`config.mk`:
```
export PLATFORM = sky130hd
export DESIGN_NAME = flash_protect_host
export DESIGN_NICKNAME = d
export VERILOG_FILES = /design/src/pkg/flash_cmd_pkg.sv /design/src/design/flash_protect_host.sv /design/src/design/flash_cycle_engine.sv
export SDC_FILE = /design/constraint.sdc
export NUM_CORES = 1
export LEC_CHECK = 0
export CORE_MARGIN = 4
export CORE_UTILIZATION = 48
export CTS_BUF_LIST = sky130_fd_sc_hd__clkbuf_4
export CTS_CLUSTER_SIZE = 8
export DETAILED_ROUTE_END_ITERATION = 6
export DONT_BUFFER_PORTS = 1
export GPL_TIMING_DRIVEN = 0
export SLEW_MARGIN = 40
export SYNTH_ARGS = -nofsm -noshare
export SYNTH_HDL_FRONTEND = slang
export SYNTH_SLANG_ARGS = --single-unit
```
`constraint.sdc`:
```
create_clock -name mclk -period 4.4 [get_ports mclk]
set_input_delay 0.88 -clock mclk [delete_from_list [all_inputs] [get_ports mclk]]
set_output_delay 0.88 -clock mclk [all_outputs]
set_load 0.02 [all_outputs]
```
`src/pkg/flash_cmd_pkg.sv`:
```
// package: command codes, pin bundles and timing for the flash protection command host
package flash_cmd_pkg;

	// unlock addresses (byte mode), compared on the low twelve bits only
	localparam logic [11:0] unlock_addr_a = 12'haaa;
	localparam logic [11:0] unlock_addr_b = 12'h555;
	localparam logic [7:0] unlock_data_a = 8'haa;
	localparam logic [7:0] unlock_data_b = 8'h55;

	// command data codes
	localparam logic [7:0] code_reset       = 8'hf0;
	localparam logic [7:0] code_autoselect  = 8'h90;
	localparam logic [7:0] code_program     = 8'ha0;
	localparam logic [7:0] code_wbuf_load   = 8'h25;
	localparam logic [7:0] code_wbuf_commit = 8'h29;
	localparam logic [7:0] code_suspend     = 8'hb0;
	localparam logic [7:0] code_resume      = 8'h30;
	localparam logic [7:0] code_query       = 8'h98;
	localparam logic [11:0] query_addr      = 12'h0aa;
	localparam logic [7:0] code_erase_setup = 8'h80;
	localparam logic [7:0] code_erase_all   = 8'h30;
	localparam logic [7:0] code_exit_a      = 8'h90;
	localparam logic [7:0] code_exit_b      = 8'h00;
	localparam logic [7:0] code_pw_unlock_a = 8'h25;
	localparam logic [7:0] code_pw_unlock_b = 8'h03;
	localparam logic [7:0] code_bit_set     = 8'h00;
	localparam logic [7:0] code_bit_clear   = 8'h01;

	// protection command set selectors (third entry cycle)
	localparam logic [7:0] set_lock_reg   = 8'h40;
	localparam logic [7:0] set_password   = 8'h60;
	localparam logic [7:0] set_persistent = 8'hc0;
	localparam logic [7:0] set_freeze     = 8'h50;
	localparam logic [7:0] set_dynamic    = 8'he0;

	// limits
	localparam int          max_wbuf_cycles  = 37;
	localparam logic [5:0]  max_wbuf_bytes   = 6'd32;
	localparam int          sector_lsb       = 15;
	localparam logic [3:0]  pw_bytes         = 4'd8;
	localparam logic [7:0]  sect_protected_v = 8'h01;

	// bus timing at 125 MHz: write pulse, read access, recovery
	localparam int clk_mhz       = 125;
	localparam int t_wp_ns       = 35;
	localparam int t_acc_ns      = 90;
	localparam int t_rec_ns      = 20;
	localparam logic [4:0] wp_cyc  = 5'((t_wp_ns * clk_mhz + 999) / 1000);
	localparam logic [4:0] acc_cyc = 5'((t_acc_ns * clk_mhz + 999) / 1000);
	localparam logic [4:0] rec_cyc = 5'((t_rec_ns * clk_mhz + 999) / 1000);

	// software register offsets
	localparam logic [3:0] reg_cmd    = 4'h0;
	localparam logic [3:0] reg_addr   = 4'h1;
	localparam logic [3:0] reg_data   = 4'h2;
	localparam logic [3:0] reg_status = 4'h3;
	localparam logic [3:0] reg_rdata  = 4'h4;
	localparam logic [3:0] reg_pw_lo  = 4'h5;
	localparam logic [3:0] reg_pw_hi  = 4'h6;
	localparam logic [3:0] reg_count  = 4'h7;
	localparam logic [3:0] reg_wbuf   = 4'h8;

	// operation codes written to reg_cmd
	typedef enum logic [4:0] {
		op_read, op_reset, op_autoselect, op_sect_verify, op_program,
		op_wbuf, op_wbuf_abort, op_suspend, op_resume, op_query,
		op_enter_set, op_exit_set, op_set_write, op_bit_set, op_bit_clear,
		op_erase_all, op_status_read, op_pw_program, op_pw_read, op_pw_unlock,
		op_sector_erase
	} op_t;

	// device pins driven by the host
	typedef struct packed {
		logic [21:0] addr;
		logic [7:0]  dq_out;
		logic        dq_oe;
		logic        ce_n;
		logic        we_n;
		logic        oe_n;
		logic        acc;
	} flash_pins_t;

	// one bus cycle request to the cycle engine
	typedef struct packed {
		logic        valid;
		logic        write;
		logic [21:0] addr;
		logic [7:0]  data;
	} bus_req_t;

endpackage

```
`src/design/flash_protect_host.sv`:
```
// file: host controller issuing flash command and protection sequences
//
// Decided for this implementation: the strobed register port and the placing of the registers.
`timescale 1ns/100ps
// Overview of operation
// unlock cycles put 555 or AAA on low bits; upper bits are don't care
// plain array reads go out as single read cycles, no prefix
// autoselect or exceeded-limit status is left by the reset command
// autoselect fourth cycle is a read; upper data byte ignored
// device latches data on first rising edge of write strobe or select
// sector is named by address bits 21 down to 15 only
// buffer count written is locations minus one, all in one page
// sector verify read returns 00h unprotected, 01h protected
// a buffered program never exceeds 37 bus cycles including commit
// buffer abort sequence clears the buffer and readies the device
// erase suspend accepted only during sector erase
// erase resume accepted only while erase suspended
// query accepted only in read or autoselect mode
// exact sequences in order; after an error write reset
// protection sets entered by three cycles ending 40,60,C0,50 or E0
// protection sets left by 90 then 00, back to read mode
// protection status on bit zero: low protected, high unprotected
// password is four 16-bit portions, each programmed by A0 then data
// password read back as eight byte locations 00 to 07
// unlock writes 25, 03 at 00, eight bytes, then 29
// erase-all persistent bits is 80 then 30 at address 00
// A0 then sector address with 00 sets; dynamic 01 clears
// freeze set: A0 then 00 sets lock; one read returns it on bit zero
// acceleration pin held high while setting persistent or dynamic bits
module flash_protect_host
	import flash_cmd_pkg::*;
(
	input  wire logic        mclk,
	input  wire logic        rst_n,
	input  wire logic [3:0]  sw_addr,
	input  wire logic [31:0] sw_wdata,
	input  wire logic        sw_wr,
	input  wire logic        sw_rd,
	output logic [31:0]      sw_rdata,
	input  wire logic [7:0]  dq_in,
	output flash_pins_t      flash_pins
);

	// ****************************************************************
	// state
	// ****************************************************************
	typedef enum logic [1:0] {m_read, m_autoselect, m_prot_set, m_suspended} dev_mode_t;
	typedef enum logic [1:0] {h_idle, h_issue, h_wait} host_state_t;

	typedef struct packed {
		host_state_t st;
		dev_mode_t   mode;
		logic        erasing;
		op_t         op;
		logic [21:0] addr;
		logic [7:0]  data;
		logic [7:0]  set_code;
		logic [63:0] password;
		logic [5:0]  count;
		logic [5:0]  step;
		logic [5:0]  last;
		logic        busy;
		logic        refused;
		logic        bit0;
		logic [7:0]  rdata;
		logic [63:0] pw_read;
		bus_req_t    req;
		logic        acc;
		logic [31:0] sw_rdata;
	} host_t;

	host_t cur;
	host_t next_cur;

	logic [7:0]  wbuf [0:31];
	logic        eng_done;
	logic [7:0]  eng_rdata;
	flash_pins_t eng_pins;

	// one step of the current sequence: write flag, address, data
	logic        s_wr;
	logic [21:0] s_addr;
	logic [7:0]  s_data;
	logic [21:0] sect_base;
	logic [21:0] page_base;

	// sector base keeps only the sector field
	assign sect_base = {cur.addr[21:sector_lsb], 15'h0000};
	assign page_base = {cur.addr[21:5], 5'h00};

	// ****************************************************************
	// sequence table
	// ****************************************************************
	always_comb
	begin
		s_wr   = 1'b1;
		s_addr = 22'h000000;
		s_data = 8'h00;
		// unlock pair shared by multi-cycle commands; high bits stay zero
		if (cur.step == 6'd0)
		begin
			s_addr = {10'h000, unlock_addr_a};
			s_data = unlock_data_a;
		end
		else if (cur.step == 6'd1)
		begin
			s_addr = {10'h000, unlock_addr_b};
			s_data = unlock_data_b;
		end
		unique case (cur.op)
			op_read:
			begin
				s_wr   = 1'b0;
				s_addr = cur.addr;
			end
			op_reset, op_suspend, op_resume:
			begin
				s_data = (cur.op == op_reset) ? code_reset :
				         (cur.op == op_suspend) ? code_suspend : code_resume;
			end
			op_query:
			begin
				s_addr = {10'h000, query_addr};
				s_data = code_query;
			end
			op_autoselect, op_sect_verify:
			begin
				if (cur.step == 6'd2)
				begin
					s_addr = {10'h000, unlock_addr_a};
					s_data = code_autoselect;
				end
				else if (cur.step == 6'd3)
				begin
					s_wr   = 1'b0;
					s_addr = (cur.op == op_sect_verify) ?
					         (sect_base | 22'h000004) : cur.addr;
				end
			end
			op_program:
			begin
				if (cur.step == 6'd2)
				begin
					s_addr = {10'h000, unlock_addr_a};
					s_data = code_program;
				end
				else if (cur.step == 6'd3)
				begin
					s_addr = cur.addr;
					s_data = cur.data;
				end
			end
			op_wbuf:
			begin
				// bytes loaded from the program address upward inside one page
				if (cur.step == 6'd2)
				begin
					s_addr = sect_base;
					s_data = code_wbuf_load;
				end
				else if (cur.step == 6'd3)
				begin
					s_addr = sect_base;
					s_data = {2'b00, cur.count - 6'd1};
				end
				else if (cur.step == cur.last)
				begin
					s_addr = sect_base;
					s_data = code_wbuf_commit;
				end
				else if (cur.step > 6'd3)
				begin
					s_addr = page_base | {17'h00000, 5'(cur.addr[4:0] + 5'(cur.step - 6'd4))};
					s_data = wbuf[5'(cur.step - 6'd4)];
				end
			end
			op_wbuf_abort:
			begin
				if (cur.step == 6'd2)
				begin
					s_addr = {10'h000, unlock_addr_a};
					s_data = code_reset;
				end
			end
			op_sector_erase:
			begin
				if (cur.step == 6'd2 || cur.step == 6'd3)
					s_addr = {10'h000, unlock_addr_a};
				if (cur.step == 6'd2)
					s_data = code_erase_setup;
				else if (cur.step == 6'd3)
					s_data = unlock_data_a;
				else if (cur.step == 6'd4)
				begin
					s_addr = {10'h000, unlock_addr_b};
					s_data = unlock_data_b;
				end
				else if (cur.step == 6'd5)
				begin
					s_addr = sect_base;
					s_data = code_resume;
				end
			end
			op_enter_set:
			begin
				if (cur.step == 6'd2)
				begin
					s_addr = {10'h000, unlock_addr_a};
					s_data = cur.set_code;
				end
			end
			op_exit_set:
				s_data = (cur.step == 6'd0) ? code_exit_a : code_exit_b;
			op_set_write, op_bit_set, op_bit_clear, op_pw_program:
			begin
				// A0 then target address and data
				if (cur.step == 6'd0)
					s_data = code_program;
				else
				begin
					s_addr = (cur.op == op_set_write) ? 22'h000000 :
					         (cur.op == op_pw_program) ? {20'h00000, cur.addr[1:0]} :
					         cur.addr;
					s_data = (cur.op == op_bit_clear) ? code_bit_clear :
					         (cur.op == op_bit_set) ? code_bit_set : cur.data;
				end
			end
			op_erase_all:
			begin
				// the erase code must land at address zero, not on the unlock pattern
				s_addr = 22'h000000;
				s_data = (cur.step == 6'd0) ? code_erase_setup : code_erase_all;
			end
			op_status_read:
			begin
				s_wr   = 1'b0;
				s_addr = cur.addr;
			end
			op_pw_read:
			begin
				s_wr   = 1'b0;
				s_addr = {16'h0000, cur.step};
			end
			op_pw_unlock:
			begin
				s_addr = 22'h000000;
				if (cur.step == 6'd0)
					s_data = code_pw_unlock_a;
				else if (cur.step == 6'd1)
					s_data = code_pw_unlock_b;
				else if (cur.step == cur.last)
					s_data = code_wbuf_commit;
				else
				begin
					s_addr = {19'h00000, 3'(cur.step - 6'd2)};
					s_data = cur.password[8 * 3'(cur.step - 6'd2) +: 8];
				end
			end
			default:
				s_wr = 1'b1;
		endcase
	end

	// ****************************************************************
	// sequencer and software registers
	// ****************************************************************
	always_comb
	begin
		next_cur = cur;
		next_cur.req.valid = 1'b0;
		next_cur.sw_rdata = 32'h00000000;
		if (sw_rd)
		begin
			unique case (sw_addr)
				reg_cmd:    next_cur.sw_rdata = {27'h0000000, cur.op};
				reg_addr:   next_cur.sw_rdata = {10'h000, cur.addr};
				reg_data:   next_cur.sw_rdata = {24'h000000, cur.data};
				reg_status: next_cur.sw_rdata = {24'h000000, cur.erasing, cur.mode,
				                                 cur.acc, cur.bit0, cur.refused, 1'b0, cur.busy};
				reg_rdata:  next_cur.sw_rdata = {24'h000000, cur.rdata};
				reg_pw_lo:  next_cur.sw_rdata = cur.pw_read[31:0];
				reg_pw_hi:  next_cur.sw_rdata = cur.pw_read[63:32];
				reg_count:  next_cur.sw_rdata = {26'h0000000, cur.count};
				default:    next_cur.sw_rdata = 32'h00000000;
			endcase
		end
		if (sw_wr && !cur.busy)
		begin
			unique case (sw_addr)
				reg_addr:  next_cur.addr = sw_wdata[21:0];
				reg_data:  next_cur.data = sw_wdata[7:0];
				reg_pw_lo: next_cur.password[31:0] = sw_wdata;
				reg_pw_hi: next_cur.password[63:32] = sw_wdata;
				reg_count: next_cur.count = (sw_wdata[5:0] > max_wbuf_bytes || sw_wdata[5:0] == 6'd0) ?
				                            max_wbuf_bytes : sw_wdata[5:0];
				reg_cmd:
				begin
					next_cur.op = op_t'(sw_wdata[4:0]);
					next_cur.set_code = sw_wdata[15:8];
					next_cur.step = 6'd0;
					next_cur.refused = 1'b0;
					next_cur.busy = 1'b1;
					next_cur.st = h_issue;
				end
				default: next_cur.busy = cur.busy;
			endcase
		end
		unique case (cur.st)
			h_idle: next_cur.acc = 1'b0;
			h_issue:
			begin
				// commands the device would ignore are refused here instead
				if ((cur.op == op_suspend && !cur.erasing) ||
				    (cur.op == op_resume && cur.mode != m_suspended) ||
				    (cur.op == op_query && cur.mode != m_read && cur.mode != m_autoselect))
				begin
					next_cur.refused = 1'b1;
					next_cur.busy = 1'b0;
					next_cur.st = h_idle;
				end
				else
				begin
					unique case (cur.op)
						op_read, op_reset, op_suspend, op_resume, op_query, op_status_read:
							next_cur.last = 6'd0;
						op_exit_set, op_set_write, op_bit_set, op_bit_clear, op_erase_all,
						op_pw_program:
							next_cur.last = 6'd1;
						op_enter_set, op_wbuf_abort: next_cur.last = 6'd2;
						op_autoselect, op_sect_verify, op_program: next_cur.last = 6'd3;
						op_sector_erase: next_cur.last = 6'd5;
						op_pw_read: next_cur.last = 6'(pw_bytes - 4'd1);
						op_pw_unlock: next_cur.last = 6'(pw_bytes + 4'd2);
						op_wbuf: next_cur.last = cur.count + 6'd4;
						default: next_cur.last = 6'd0;
					endcase
					next_cur.acc = (cur.op == op_bit_set || cur.op == op_bit_clear);
					next_cur.req.valid = 1'b1;
					next_cur.req.write = s_wr;
					next_cur.req.addr  = s_addr;
					next_cur.req.data  = s_data;
					next_cur.st = h_wait;
				end
			end
			h_wait:
			begin
				if (eng_done)
				begin
					if (!s_wr)
					begin
						next_cur.rdata = eng_rdata;
						next_cur.bit0  = eng_rdata[0];
						if (cur.op == op_pw_read)
							next_cur.pw_read[8 * cur.step[2:0] +: 8] = eng_rdata;
					end
					if (cur.step == cur.last)
					begin
						next_cur.busy = 1'b0;
						next_cur.st = h_idle;
						// track the device mode the finished sequence leaves behind
						unique case (cur.op)
							op_reset: next_cur.mode = cur.erasing ? m_suspended : m_read;
							op_autoselect, op_sect_verify: next_cur.mode = m_autoselect;
							op_enter_set: next_cur.mode = m_prot_set;
							op_exit_set: next_cur.mode = cur.erasing ? m_suspended : m_read;
							op_sector_erase: next_cur.erasing = 1'b1;
							op_suspend: next_cur.mode = m_suspended;
							op_resume: next_cur.mode = m_read;
							default: next_cur.mode = cur.mode;
						endcase
					end
					else
					begin
						next_cur.step = cur.step + 6'd1;
						next_cur.st = h_issue;
					end
				end
			end
			default: next_cur.st = h_idle;
		endcase
	end

	// ****************************************************************
	// write buffer staging and registers
	// ****************************************************************
	always_ff @(posedge mclk)
	begin
		// eight words of four bytes fill the whole 32-byte buffer
		if (sw_wr && !cur.busy && sw_addr >= reg_wbuf)
			for (int i = 0; i < 4; i++)
				wbuf[{sw_addr[2:0], 2'(i)}] <= sw_wdata[8 * i +: 8];
	end

	always_ff @(posedge mclk or negedge rst_n)
	begin
		if (!rst_n)
		begin
			cur <= '0;
			cur.count <= max_wbuf_bytes;
		end
		else
			cur <= next_cur;
	end

	flash_cycle_engine engine (
		.mclk  (mclk),
		.rst_n (rst_n),
		.req   (cur.req),
		.dq_in (dq_in),
		.pins  (eng_pins),
		.done  (eng_done),
		.rdata (eng_rdata)
	);

	// acceleration pin registered beside the engine's pin flops
	always_comb
	begin
		flash_pins = eng_pins;
		flash_pins.acc = cur.acc;
	end

	assign sw_rdata = cur.sw_rdata;

endmodule

```
`src/design/flash_cycle_engine.sv`:
```
// file: single asynchronous flash bus cycle generator
`timescale 1ns/100ps
module flash_cycle_engine
	import flash_cmd_pkg::*;
(
	input  wire logic     mclk,
	input  wire logic     rst_n,
	input  wire bus_req_t req,
	input  wire logic [7:0] dq_in,
	output flash_pins_t   pins,
	output logic          done,
	output logic [7:0]    rdata
);

	typedef enum logic [1:0] {e_idle, e_strobe, e_recover} eng_state_t;

	typedef struct packed {
		eng_state_t  st;
		logic [4:0]  cnt;
		flash_pins_t pins;
		logic        done;
		logic [7:0]  rdata;
	} eng_t;

	eng_t cur;
	eng_t next_cur;

	// ce and we fall together and rise together, so data latches on their shared edge
	always_comb
	begin
		next_cur = cur;
		next_cur.done = 1'b0;
		unique case (cur.st)
			e_idle:
			begin
				if (req.valid)
				begin
					next_cur.pins.addr   = req.addr;
					next_cur.pins.dq_out = req.data;
					next_cur.pins.dq_oe  = req.write;
					next_cur.pins.ce_n   = 1'b0;
					next_cur.pins.we_n   = ~req.write;
					next_cur.pins.oe_n   = req.write;
					next_cur.cnt = req.write ? wp_cyc : acc_cyc;
					next_cur.st  = e_strobe;
				end
			end
			e_strobe:
			begin
				if (cur.cnt <= 5'd1)
				begin
					if (!cur.pins.oe_n)
						next_cur.rdata = dq_in;
					next_cur.pins.ce_n = 1'b1;
					next_cur.pins.we_n = 1'b1;
					next_cur.pins.oe_n = 1'b1;
					next_cur.cnt = rec_cyc;
					next_cur.st  = e_recover;
				end
				else
					next_cur.cnt = cur.cnt - 5'd1;
			end
			e_recover:
			begin
				// data held past the rising edge for hold time, then released
				next_cur.pins.dq_oe = 1'b0;
				if (cur.cnt <= 5'd1)
				begin
					next_cur.done = 1'b1;
					next_cur.st   = e_idle;
				end
				else
					next_cur.cnt = cur.cnt - 5'd1;
			end
		endcase
	end

	always_ff @(posedge mclk or negedge rst_n)
	begin
		if (!rst_n)
		begin
			cur <= '0;
			cur.st <= e_idle;
			cur.pins.ce_n <= 1'b1;
			cur.pins.we_n <= 1'b1;
			cur.pins.oe_n <= 1'b1;
		end
		else
			cur <= next_cur;
	end

	assign pins  = cur.pins;
	assign done  = cur.done;
	assign rdata = cur.rdata;

endmodule

```
Word level (Yosys, flattened, before mapping)
Memory sizes are Yosys's and may differ from the RTL's.
Index checks and enable logic that the tools add are counted.
{"block": "word_totals", "register_bits": 320, "latchBits": 0, "mem_bits_rw": 256, "romBits": 0, "inputBits": 48, "elab_cells": 247, "n_memories": 1}
{"block": "op_classes", "addsub": 8, "multipliers": 0, "div_mod_pow": 0, "magnitude_cmp": 4, "n_eq_ne": 44, "shift": 3, "muxes": 98, "n_bitwise": 5, "n_reduce_logical": 51}
{"name": "wbuf", "depth": 32, "width": 8, "read_ports": 1, "rd_clocked_by_memory_dff": 0, "write_ports": 4, "line": "flash_protect_host.sv:75", "rtl": "logic [7:0] wbuf [0:31];"}
{"cell": "$mux W22", "n": 18}
{"cell": "$pmux W32 S8", "n": 1}
{"cell": "$pmux W22 S11", "n": 1}
{"cell": "$mux W8", "n": 24}
{"cell": "$pmux W8 S12", "n": 1}
{"cell": "$bwmux W64", "n": 1}
{"cell": "$mux W32", "n": 2}
{"cell": "$shift A8 B34 Y64 const A", "n": 1}
{"cell": "$shiftx A64 B7 Y8", "n": 1}
{"cell": "$shiftx A8 B34 Y64", "n": 1}
{"cell": "$pmux W6 S7", "n": 1}
{"cell": "$mux W41", "n": 1}
{"cell": "$eq A5 B4 Y1 const B", "n": 8}
{"cell": "$mux W6", "n": 6}
{"cell": "$neg A6 Y34", "n": 1}
{"cell": "$mux W33", "n": 1}
{"cell": "$eq A5 B5 Y1 const B", "n": 5}
{"cell": "$or A22 B5 Y22", "n": 1}
{"cell": "$reduce_and A2 Y1", "n": 11}
{"cell": "$pmux W7 S3", "n": 1}
{"cell": "$eq A5 B3 Y1 const B", "n": 4}
{"cell": "$eq A4 B3 Y1 const B", "n": 4}
{"cell": "$mux W2", "n": 8}
{"cell": "$mux W15", "n": 1}
{"cell": "49 further kinds", "n": 109}

Longest topological paths before layout
Gate-level depths: netlist of the first run.
{"block": "depth", "word_depth": 11, "mapped_depth": 14, "depth_no_buf": 9}

Hierarchy
A second synthesis of the first run with hierarchy kept.
{"block": "unflattened", "hier_cells": 1970, "hier_area_um2": 26559.2}
{"module": "flash_protect_host", "instances": 1, "cells_per_inst": 1765, "area_each_um2": 24031.8}
{"module": "flash_cycle_engine", "instances": 1, "cells_per_inst": 205, "area_each_um2": 2527.4}

Worst setup path before layout of the first run
OpenSTA, ideal clock, no wires.
{"block": "synth_timing", "kind": "input-to-reg", "from": "input sw_addr[2]", "to": "memory wbuf[16][0], enable pin", "arrival_time_ns": 3.899, "required_time_ns": 3.939, "slack_ns": 0.040, "cell_stages": 4, "path_buffers": 2, "cell_sequence": "buf_1 -> clkbuf_1 -> nand3_1 -> nor3_1"}
{"element": "start, declared", "line": "flash_protect_host.sv:35", "rtl": "input wire logic [3:0] sw_addr,"}
{"element": "end, declared", "line": "flash_protect_host.sv:75"}

Worst setup path after layout of the first run
{"block": "layout_timing", "from": "register cur[146] (netlist name)", "to": "register cur[34] (netlist name)"}
{"block": "layout_via", "elab_chain_len": 7}
{"element": "start, declared", "line": "flash_protect_host.sv:72", "rtl": "host_t cur;"}
{"element": "start signal, assigned", "line": "flash_protect_host.sv:402", "rtl": "cur <= next_cur;"}
{"element": "$sub A5 B3 Y5 / $logic_not A6 Y1 (equally long branches)"}
{"element": "$mem_v2 Z32 W8 / $mux W8 (equally long branches)"}
{"element": "$mux W8, on equally long branches", "line": "flash_protect_host.sv:171, flash_protect_host.sv:198"}
{"element": "$mux W8, on equally long branches", "line": "flash_protect_host.sv:166, flash_protect_host.sv:193"}
{"element": "$mux W8, on equally long branches", "line": "flash_protect_host.sv:161, flash_protect_host.sv:191"}
{"element": "$mux W8, on equally long branches", "line": "flash_protect_host.sv:156, flash_protect_host.sv:189"}
{"element": "$pmux W8 S12 *", "line": "flash_protect_host.sv:110", "rtl": "unique case (cur.op)"}
Mark *: on every way between the ends. The rest lies on a longest branch, timed or not.
A chain may end at the register's enable or synchronous reset.

==> results.md, run 1 <==
- Filler Cell Count: roughly 4600
- WL per Instance: 29.5 µm
- Buf/Inv on CP: 6
- Status: finished, violations left
- Die height: 243 µm
- Slew Viols, Final: 0
- CTS Hold Bufs: 40
- Critical Path Source: cur[146]
- H-tree depth: 4
- Reg2Reg Depth: 12
- Crit-path cells: buf_4, buf_4, inv_1, clkbuf_4, ha_1, clkbuf_1, clkbuf_1, a21boi_0, a211oi_1, a21oi_1, a311oi_1, a21oi_1
- Failing checks: negative hold slack
- Final setup fails: 0
- Nets: 2259
- Area growth syn-to-layout: 13.8%
- Final design utilization: approximately 56%
- Worst ir drop on vdd: ~0.32 mV
- Commonest non-fill, non-tap cell in the layout: dfrtp_1
- Drt drc: 0
- Placed cell area: between 20000 and 30000 µm²
- Tcrit/Tclk final: 98.1%
- Dpl hpwl: 61.8 mm
- Final Skew: 53.5 ps
- GRT overflow: 0
- Synthesized Nets: around 2000
- Dominant synthesized flop cell: dfrtp_1
- CP required: 5230 ps
- FF+latch count, synth: ~580
- First-pass GRT wire length: 129 mm
- Final WS setup: around 85 ps
- DP Worst Slack: -629 ps
- Pwr Density: 668 nW/µm²
- Worst Hold Class: in2async
- Total GRT Usage: 30.2%
- Syn Std Cell Area: 26500 µm²
- Min Tclk post-route: 4310 ps
- Initial DRC Count: 1877
- Sequential fraction of the synthesis area: 59.2%
- Core Footprint: 54200 µm²
- Hold Vio Cnt, Final: ~320
- Multi-input logic area: 9690 µm²
- Clock sink count: 575
- Normalized max-slew margin: 38.0%
- Worst path max stage delay: 520 ps
- Die ar.: a little under 60000 µm²
- YS warnings: 0
- Placer congestion estimate: 0.946
- Number of buffers created by CTS: around 150
- Vias: about 19000
- EDFF count, synth: 256
- Reg area: ~16000 µm²
- Actual slew at the worst max-slew pin: just over 900 ps
- Hold WS: -428 ps
- Count of buffers from port buffering: 0
- Vias in the first global route: 18839
- TNS Setup: 0 ps
- FMAX: 232 MHz
- Max-cap violations: 0
- Async SR Flop Fraction: about 55%
- DR pass1 iterations: 6
- Rows: 85
- Post-Syn Area per Cell: 13.4 µm²
- Clk Tree Root Cell: clkbuf_4
- Critical R2R Capture: cur[34]
- Synth Instances: 1970
- Total routed wirelength: slightly below 90 mm
- Largest net degree at the start of global routing: 320
- Initial antenna violation count: 13
- Critical Path AT: ~5100 ps
- # IOs: 115
- Most frequent cells in the layout: 315 x dfrtp_1, 256 x edfxtp_1, 234 x clkbuf_4
- Worst skew pair latency: 1000 ps
- Clock buffer depth: 3
- Final instance area: 30100 µm²
- Critical R2R Launch: cur[146]
- Initial Utilization: 48.8%
- CTS clk-pin slew, worst paths: about 70 ps
- Critical Path Source Type: register
- Crit path capture type: register
- Worst path slowest cell: a311oi_1
- RSZ-0062 raised after global routing: false
- Unique masters post-synth: 86
- CTS tree: done
- Lkg Pwr: between 10 and 15 nW
- R2r setup slk: 90 ps
- CP delay by family, top: buffers and inverters
- Crit path max fanout: 11
- Fraction of layout cells with a size suffix above 1: 31.3%
- Post-DRT Antenna Nets: 0
- Vias/cell: roughly 6
- Crit path kind: reg2reg
- Die Width: 243 µm
## cell type report
| class | instances | area share [%] |
|---|---|---|
| clock inverters | 39 | 0.822 |
| multi-input cells | 1169 | 32.2 |
| diodes | 7 | 0.0582 |
| flip-flops and latches | 575 | 52.0 |
| inverters | 32 | 0.403 |
| plain buffers | 192 | 3.64 |
| well taps | 696 | 2.89 |
| repair buffers | 61 | 2.18 |
| clock buffers | 233 | 5.81 |
## what timing repair did
action                                 CTS  global route
setup buffers                            0             0
gates resized for setup                  9             3
setup endpoints to repair               28            11
endpoints found under the hold margin  692           319
## cell usage after synthesis, types with 20 or more instances
cell	instances	area, µm²
nand2_1	138	518
nand3_1	26	130
mux2i_1	28	280
edfxtp_1	256	7690
buf_4	74	556
mux4_2	75	1690
o21ai_0	73	365
nor2_1	124	465
nor3_1	31	155
a21oi_1	67	335
dfrtp_1	315	7880
buf_1	21	78.8
a22oi_1	23	173
inv_1	28	105
mux2_2	202	2270
ha_1	27	338
clkbuf_1	63	236
buf_2	31	155
nor2b_1	20	125
a31oi_1	23	144
## metrics by stage
step / cells / hold slack (ps) / power, mW
after floorplan: 1970 / 445 / 12.1
after global placement: 2666 / 464 / 15.0
after detailed placement: 2687 / 473 / 15.1
after CTS: 2997 / -527 / 20.1
after global routing: 3002 / -484 / 21.1
final: 3004 / -428 / 20.1
## how the worst max path moves through the flow
stage                             end  depth (start not counted)
after floorplan           wbuf[16][0]                          4
after detailed placement      cur[42]                         13
final                         cur[34]                         12
after global placement     wbuf[0][3]                          4
after global routing          cur[34]                         10
after CTS                     cur[34]                         11
## registers in the layout, indices dropped and copies added, names as in the netlist
| signal | count |
|---|---|
| engine.done | 1 |
| wbuf | 256 |
| engine.cur | 7 |
| sw_rdata | 32 |
| engine.rdata | 8 |
| cur | 236 |
| engine.pins | 34 |
| flash_pins | 1 |
## metal layers
layer / vias up / global-route usage (%) / wire, µm
met1: 9565 / 40.1 / 36600
li1: 7946 / - / -
met5: - / 0 / 69
met2: 856 / 46.0 / 40900
met4: 10 / 13.9 / 4100
met3: 186 / 8.96 / 7000
## power breakdown
group / internal (mW) / switching (mW)
clock network: 2.54 / 2.25
logic: 2.90 / 5.12
registers: 6.50 / 0.813
total: 11.9 / 8.19
## cells by family after synthesis
family	synth area share, %
fa+ha+maj	1.35
xor+xnor	0.662
flops	59.2
mux	16.4
simple gates	8.04
buf+inv	4.54
compound gates	9.72
Power figures use the tool's default switching activity.
==> run 2: changes to the inputs <==
--- a/config.mk
+++ b/config.mk
@@ -5,13 +5,14 @@
 export SDC_FILE = /design/constraint.sdc
 export NUM_CORES = 1
 export LEC_CHECK = 0
-export CORE_MARGIN = 4
+export CORE_MARGIN = 5
 export CORE_UTILIZATION = 48
 export CTS_BUF_LIST = sky130_fd_sc_hd__clkbuf_4
 export CTS_CLUSTER_SIZE = 8
 export DETAILED_ROUTE_END_ITERATION = 6
 export DONT_BUFFER_PORTS = 1
 export GPL_TIMING_DRIVEN = 0
+export SETUP_SLACK_MARGIN = 0.4
 export SLEW_MARGIN = 40
 export SYNTH_ARGS = -nofsm -noshare
 export SYNTH_HDL_FRONTEND = slang
==> results.md, run 2 (synthesis gave the netlist of run 1 again) <==
- Hold WS: -411 ps (was -428 ps)
- Clock sink count: 575 (unchanged)
- Normalized max-slew margin: 38.9% (was 38.0%)
- Nets: 2259 (unchanged)
- Pwr Density: 670 nW/µm² (was 668 nW/µm²)
- Final Power: 20.3 mW (was 20.1 mW)
- Routed wl met2: 41.9 mm (was 40.9 mm)
- Vias/cell: 6.20 (was 6.18)
- Count of buffers from port buffering: 0 (unchanged)
- Die ar.: 59900 µm² (was 58900 µm²)
- Vias in the first global route: 18607 (was 18839)
- Largest net degree at the start of global routing: 320 (unchanged)
- Crit path kind: reg2reg (unchanged)
- Slew Viols, Final: 0 (unchanged)
- FMAX: 254 MHz (was 232 MHz)
- Worst Hold Class: in2async (unchanged)
- Status: finished, violations left (unchanged)
- Max-cap violations: 0 (unchanged)
- CP most frequent cell: buf_4
- Actual slew at the worst max-slew pin: 916 ps (was 922 ps)
- CTS tree: done (unchanged)
- Die height: 245 µm (was 243 µm)
- Lkg Pwr: 12.1 nW (about the same)
- Crit path max fanout: 11 (unchanged)
- Total GRT Usage: 29.7% (was 30.2%)
- Min Tclk post-route: 3940 ps (was 4310 ps)
- Initial DRC Count: 1846 (was 1877)
- Clk Tree Root Cell: clkbuf_4 (unchanged)
- Commonest non-fill, non-tap cell in the layout: dfrtp_1 (unchanged)
- Dpl hpwl: 61.9 mm (was 61.8 mm)
- Most frequent cells in the layout: 314 x dfrtp_1, 256 x edfxtp_1, 235 x clkbuf_4 (was 315 x dfrtp_1, 256 x edfxtp_1, 234 x clkbuf_4)
- Buf/Inv on CP: 7 (was 6)
- Clock buffer depth: 3 (unchanged)
- Critical Path AT: 4770 ps (was 5140 ps)
- Final instance area: 30300 µm² (was 30100 µm²)
- GRT overflow: 0 (unchanged)
- Post-DRT Antenna Nets: 0 (unchanged)
- Rows: 86 (was 85)
- DR pass1 iterations: 7 (was 6)
- Tcrit/Tclk final: 89.7% (was 98.1%)
- Final Skew: 52.2 ps (was 53.5 ps)
- Worst path slowest cell: dfrtp_1 (was a311oi_1)
- Fraction of layout cells with a size suffix above 1: 32.1% (was 31.3%)
- Number of buffers created by CTS: 152 (unchanged)
- Worst ir drop on vdd: 0.325 mV (was 0.324 mV)
- Hold Vio Cnt, Final: 318 (unchanged)
- Cells after DPL: 2692 (was 2687)
- # IOs: 115 (unchanged)
- CTS clk-pin slew, worst paths: 70 ps (about the same)
- Crit-path cells: buf_4, buf_4, inv_1, buf_4, ha_2, clkbuf_2, buf_2, buf_2, nor3_1, o21ai_0, o2111ai_1, a22oi_1, a31oi_1 (was buf_4, buf_4, inv_1, clkbuf_4, ha_1, clkbuf_1, clkbuf_1, a21boi_0, a211oi_1, a21oi_1, a311oi_1, a21oi_1)
- CTS Hold Bufs: 41 (was 40)
- Core Footprint: 54900 µm² (was 54200 µm²)
- DR WL met3: 7.22 mm (was 7.00 mm)
- Placer congestion estimate: 1.00 (was 0.946)
- Initial Utilization: 48.2% (was 48.8%)
- Crit path capture type: register (unchanged)
- Largest register FFs: 256 (unchanged)
- CP required: 5230 ps (about the same)
- Placed cell area: 27700 µm² (about the same)
- H-tree depth: 4 (unchanged)
- RSZ-0062 raised after global routing: false (unchanged)
- Die Width: 245 µm (was 243 µm)
- Vias: 18683 (was 18563)
- Initial antenna violation count: 14 (was 13)
- Finished Layout Cells: 3013 (was 3004)
- Worst path max stage delay: 440 ps (was 520 ps)
- WL per Instance: 29.7 µm (was 29.5 µm)
- CP delay by family, top: buffers and inverters (unchanged)
- Total routed wirelength: 89.4 mm (was 88.6 mm)
- Failing checks: negative hold slack (unchanged)
- Drt drc: 0 (unchanged)
- Met1 wire length: 36.7 mm (was 36.6 mm)
- Critical Path Source Type: register (unchanged)
- Max Used Layer: met5 (unchanged)
- First-pass GRT wire length: 129 mm (about the same)
- Area growth syn-to-layout: 14.5% (was 13.8%)
- Worst skew pair latency: 990 ps (was 1000 ps)
- Final setup fails: 0 (unchanged)
==> run 2: path summary, 6_finish.rpt <==
kind,from,endpoint,slack (ps),depth (start not counted)
worst max register to register,cur[146],cur[38],460,13
worst min-delay path,rst_n,engine.cur[47],-410,0
min in group mclk,sw_wdata[5],cur[156],90,2
worst min register to register,cur[226],cur[226],480,2
max in group asynchronous,rst_n,cur[147],4300,0
worst max-delay path,cur[146],cur[38],460,13
==> run 2: through the flow <==
stage | utilization (%) | setup WS [ps] | TNS (ps)
2_1_floorplan | - | 904 | 0
3_3_place_gp | 49.8 | -1260 | -120860
6_report | 55.2 | 455 | 0
3_5_place_dp | 50.5 | -524 | -8750
5_1_grt | 55.2 | 425 | 0
4_1_cts | 55.1 | 418 | 0
==> run 2: worst register-to-register path, stage by stage (launching register included) <==
cell       delay, ps
dfrtp_1          440
buf_4            220
buf_4            230
inv_1            290
buf_4            340
ha_2             340
clkbuf_2         310
buf_2            310
buf_2            370
nor3_1           100
o21ai_0          230
o2111ai_1        240
a22oi_1          210
a31oi_1          160
==> run 2: final cells by class <==
| cell class | count | area [µm²] |
|---|---|---|
| antenna | 7 | 17.5 |
| tap | 704 | 881 |
| inverter | 32 | 125 |
| clock buffer | 235 | 1760 |
| buffer | 194 | 1110 |
| multi-input combinational | 1169 | 9800 |
| timing repair buffer | 59 | 678 |
| sequential | 575 | 15700 |
| fill | 4598 | 24600 |
| clock inverter | 38 | 244 |
==> run 2: power by group <==
part	switching [mW]	total [mW]	internal, mW
Sequential	0.821	7.33	6.51
Combinational	5.19	8.16	2.97
Clock	2.25	4.81	2.56
==> run 2: repair_timing <==
action                     4_1_cts  5_1_grt
resized for setup               35       11
buffers inserted                 0        0
setup endpoints to repair       94       30
pin swaps                        0        0
hold endpoints to repair       692      319
==> run 2: per-layer routing <==
layer  up-vias  global-route usage (%)
met3       188                    7.44
met4        10                    11.8
met1      9622                    40.4
met2       924                    46.4
li1       7939                       -
met5         -                       0
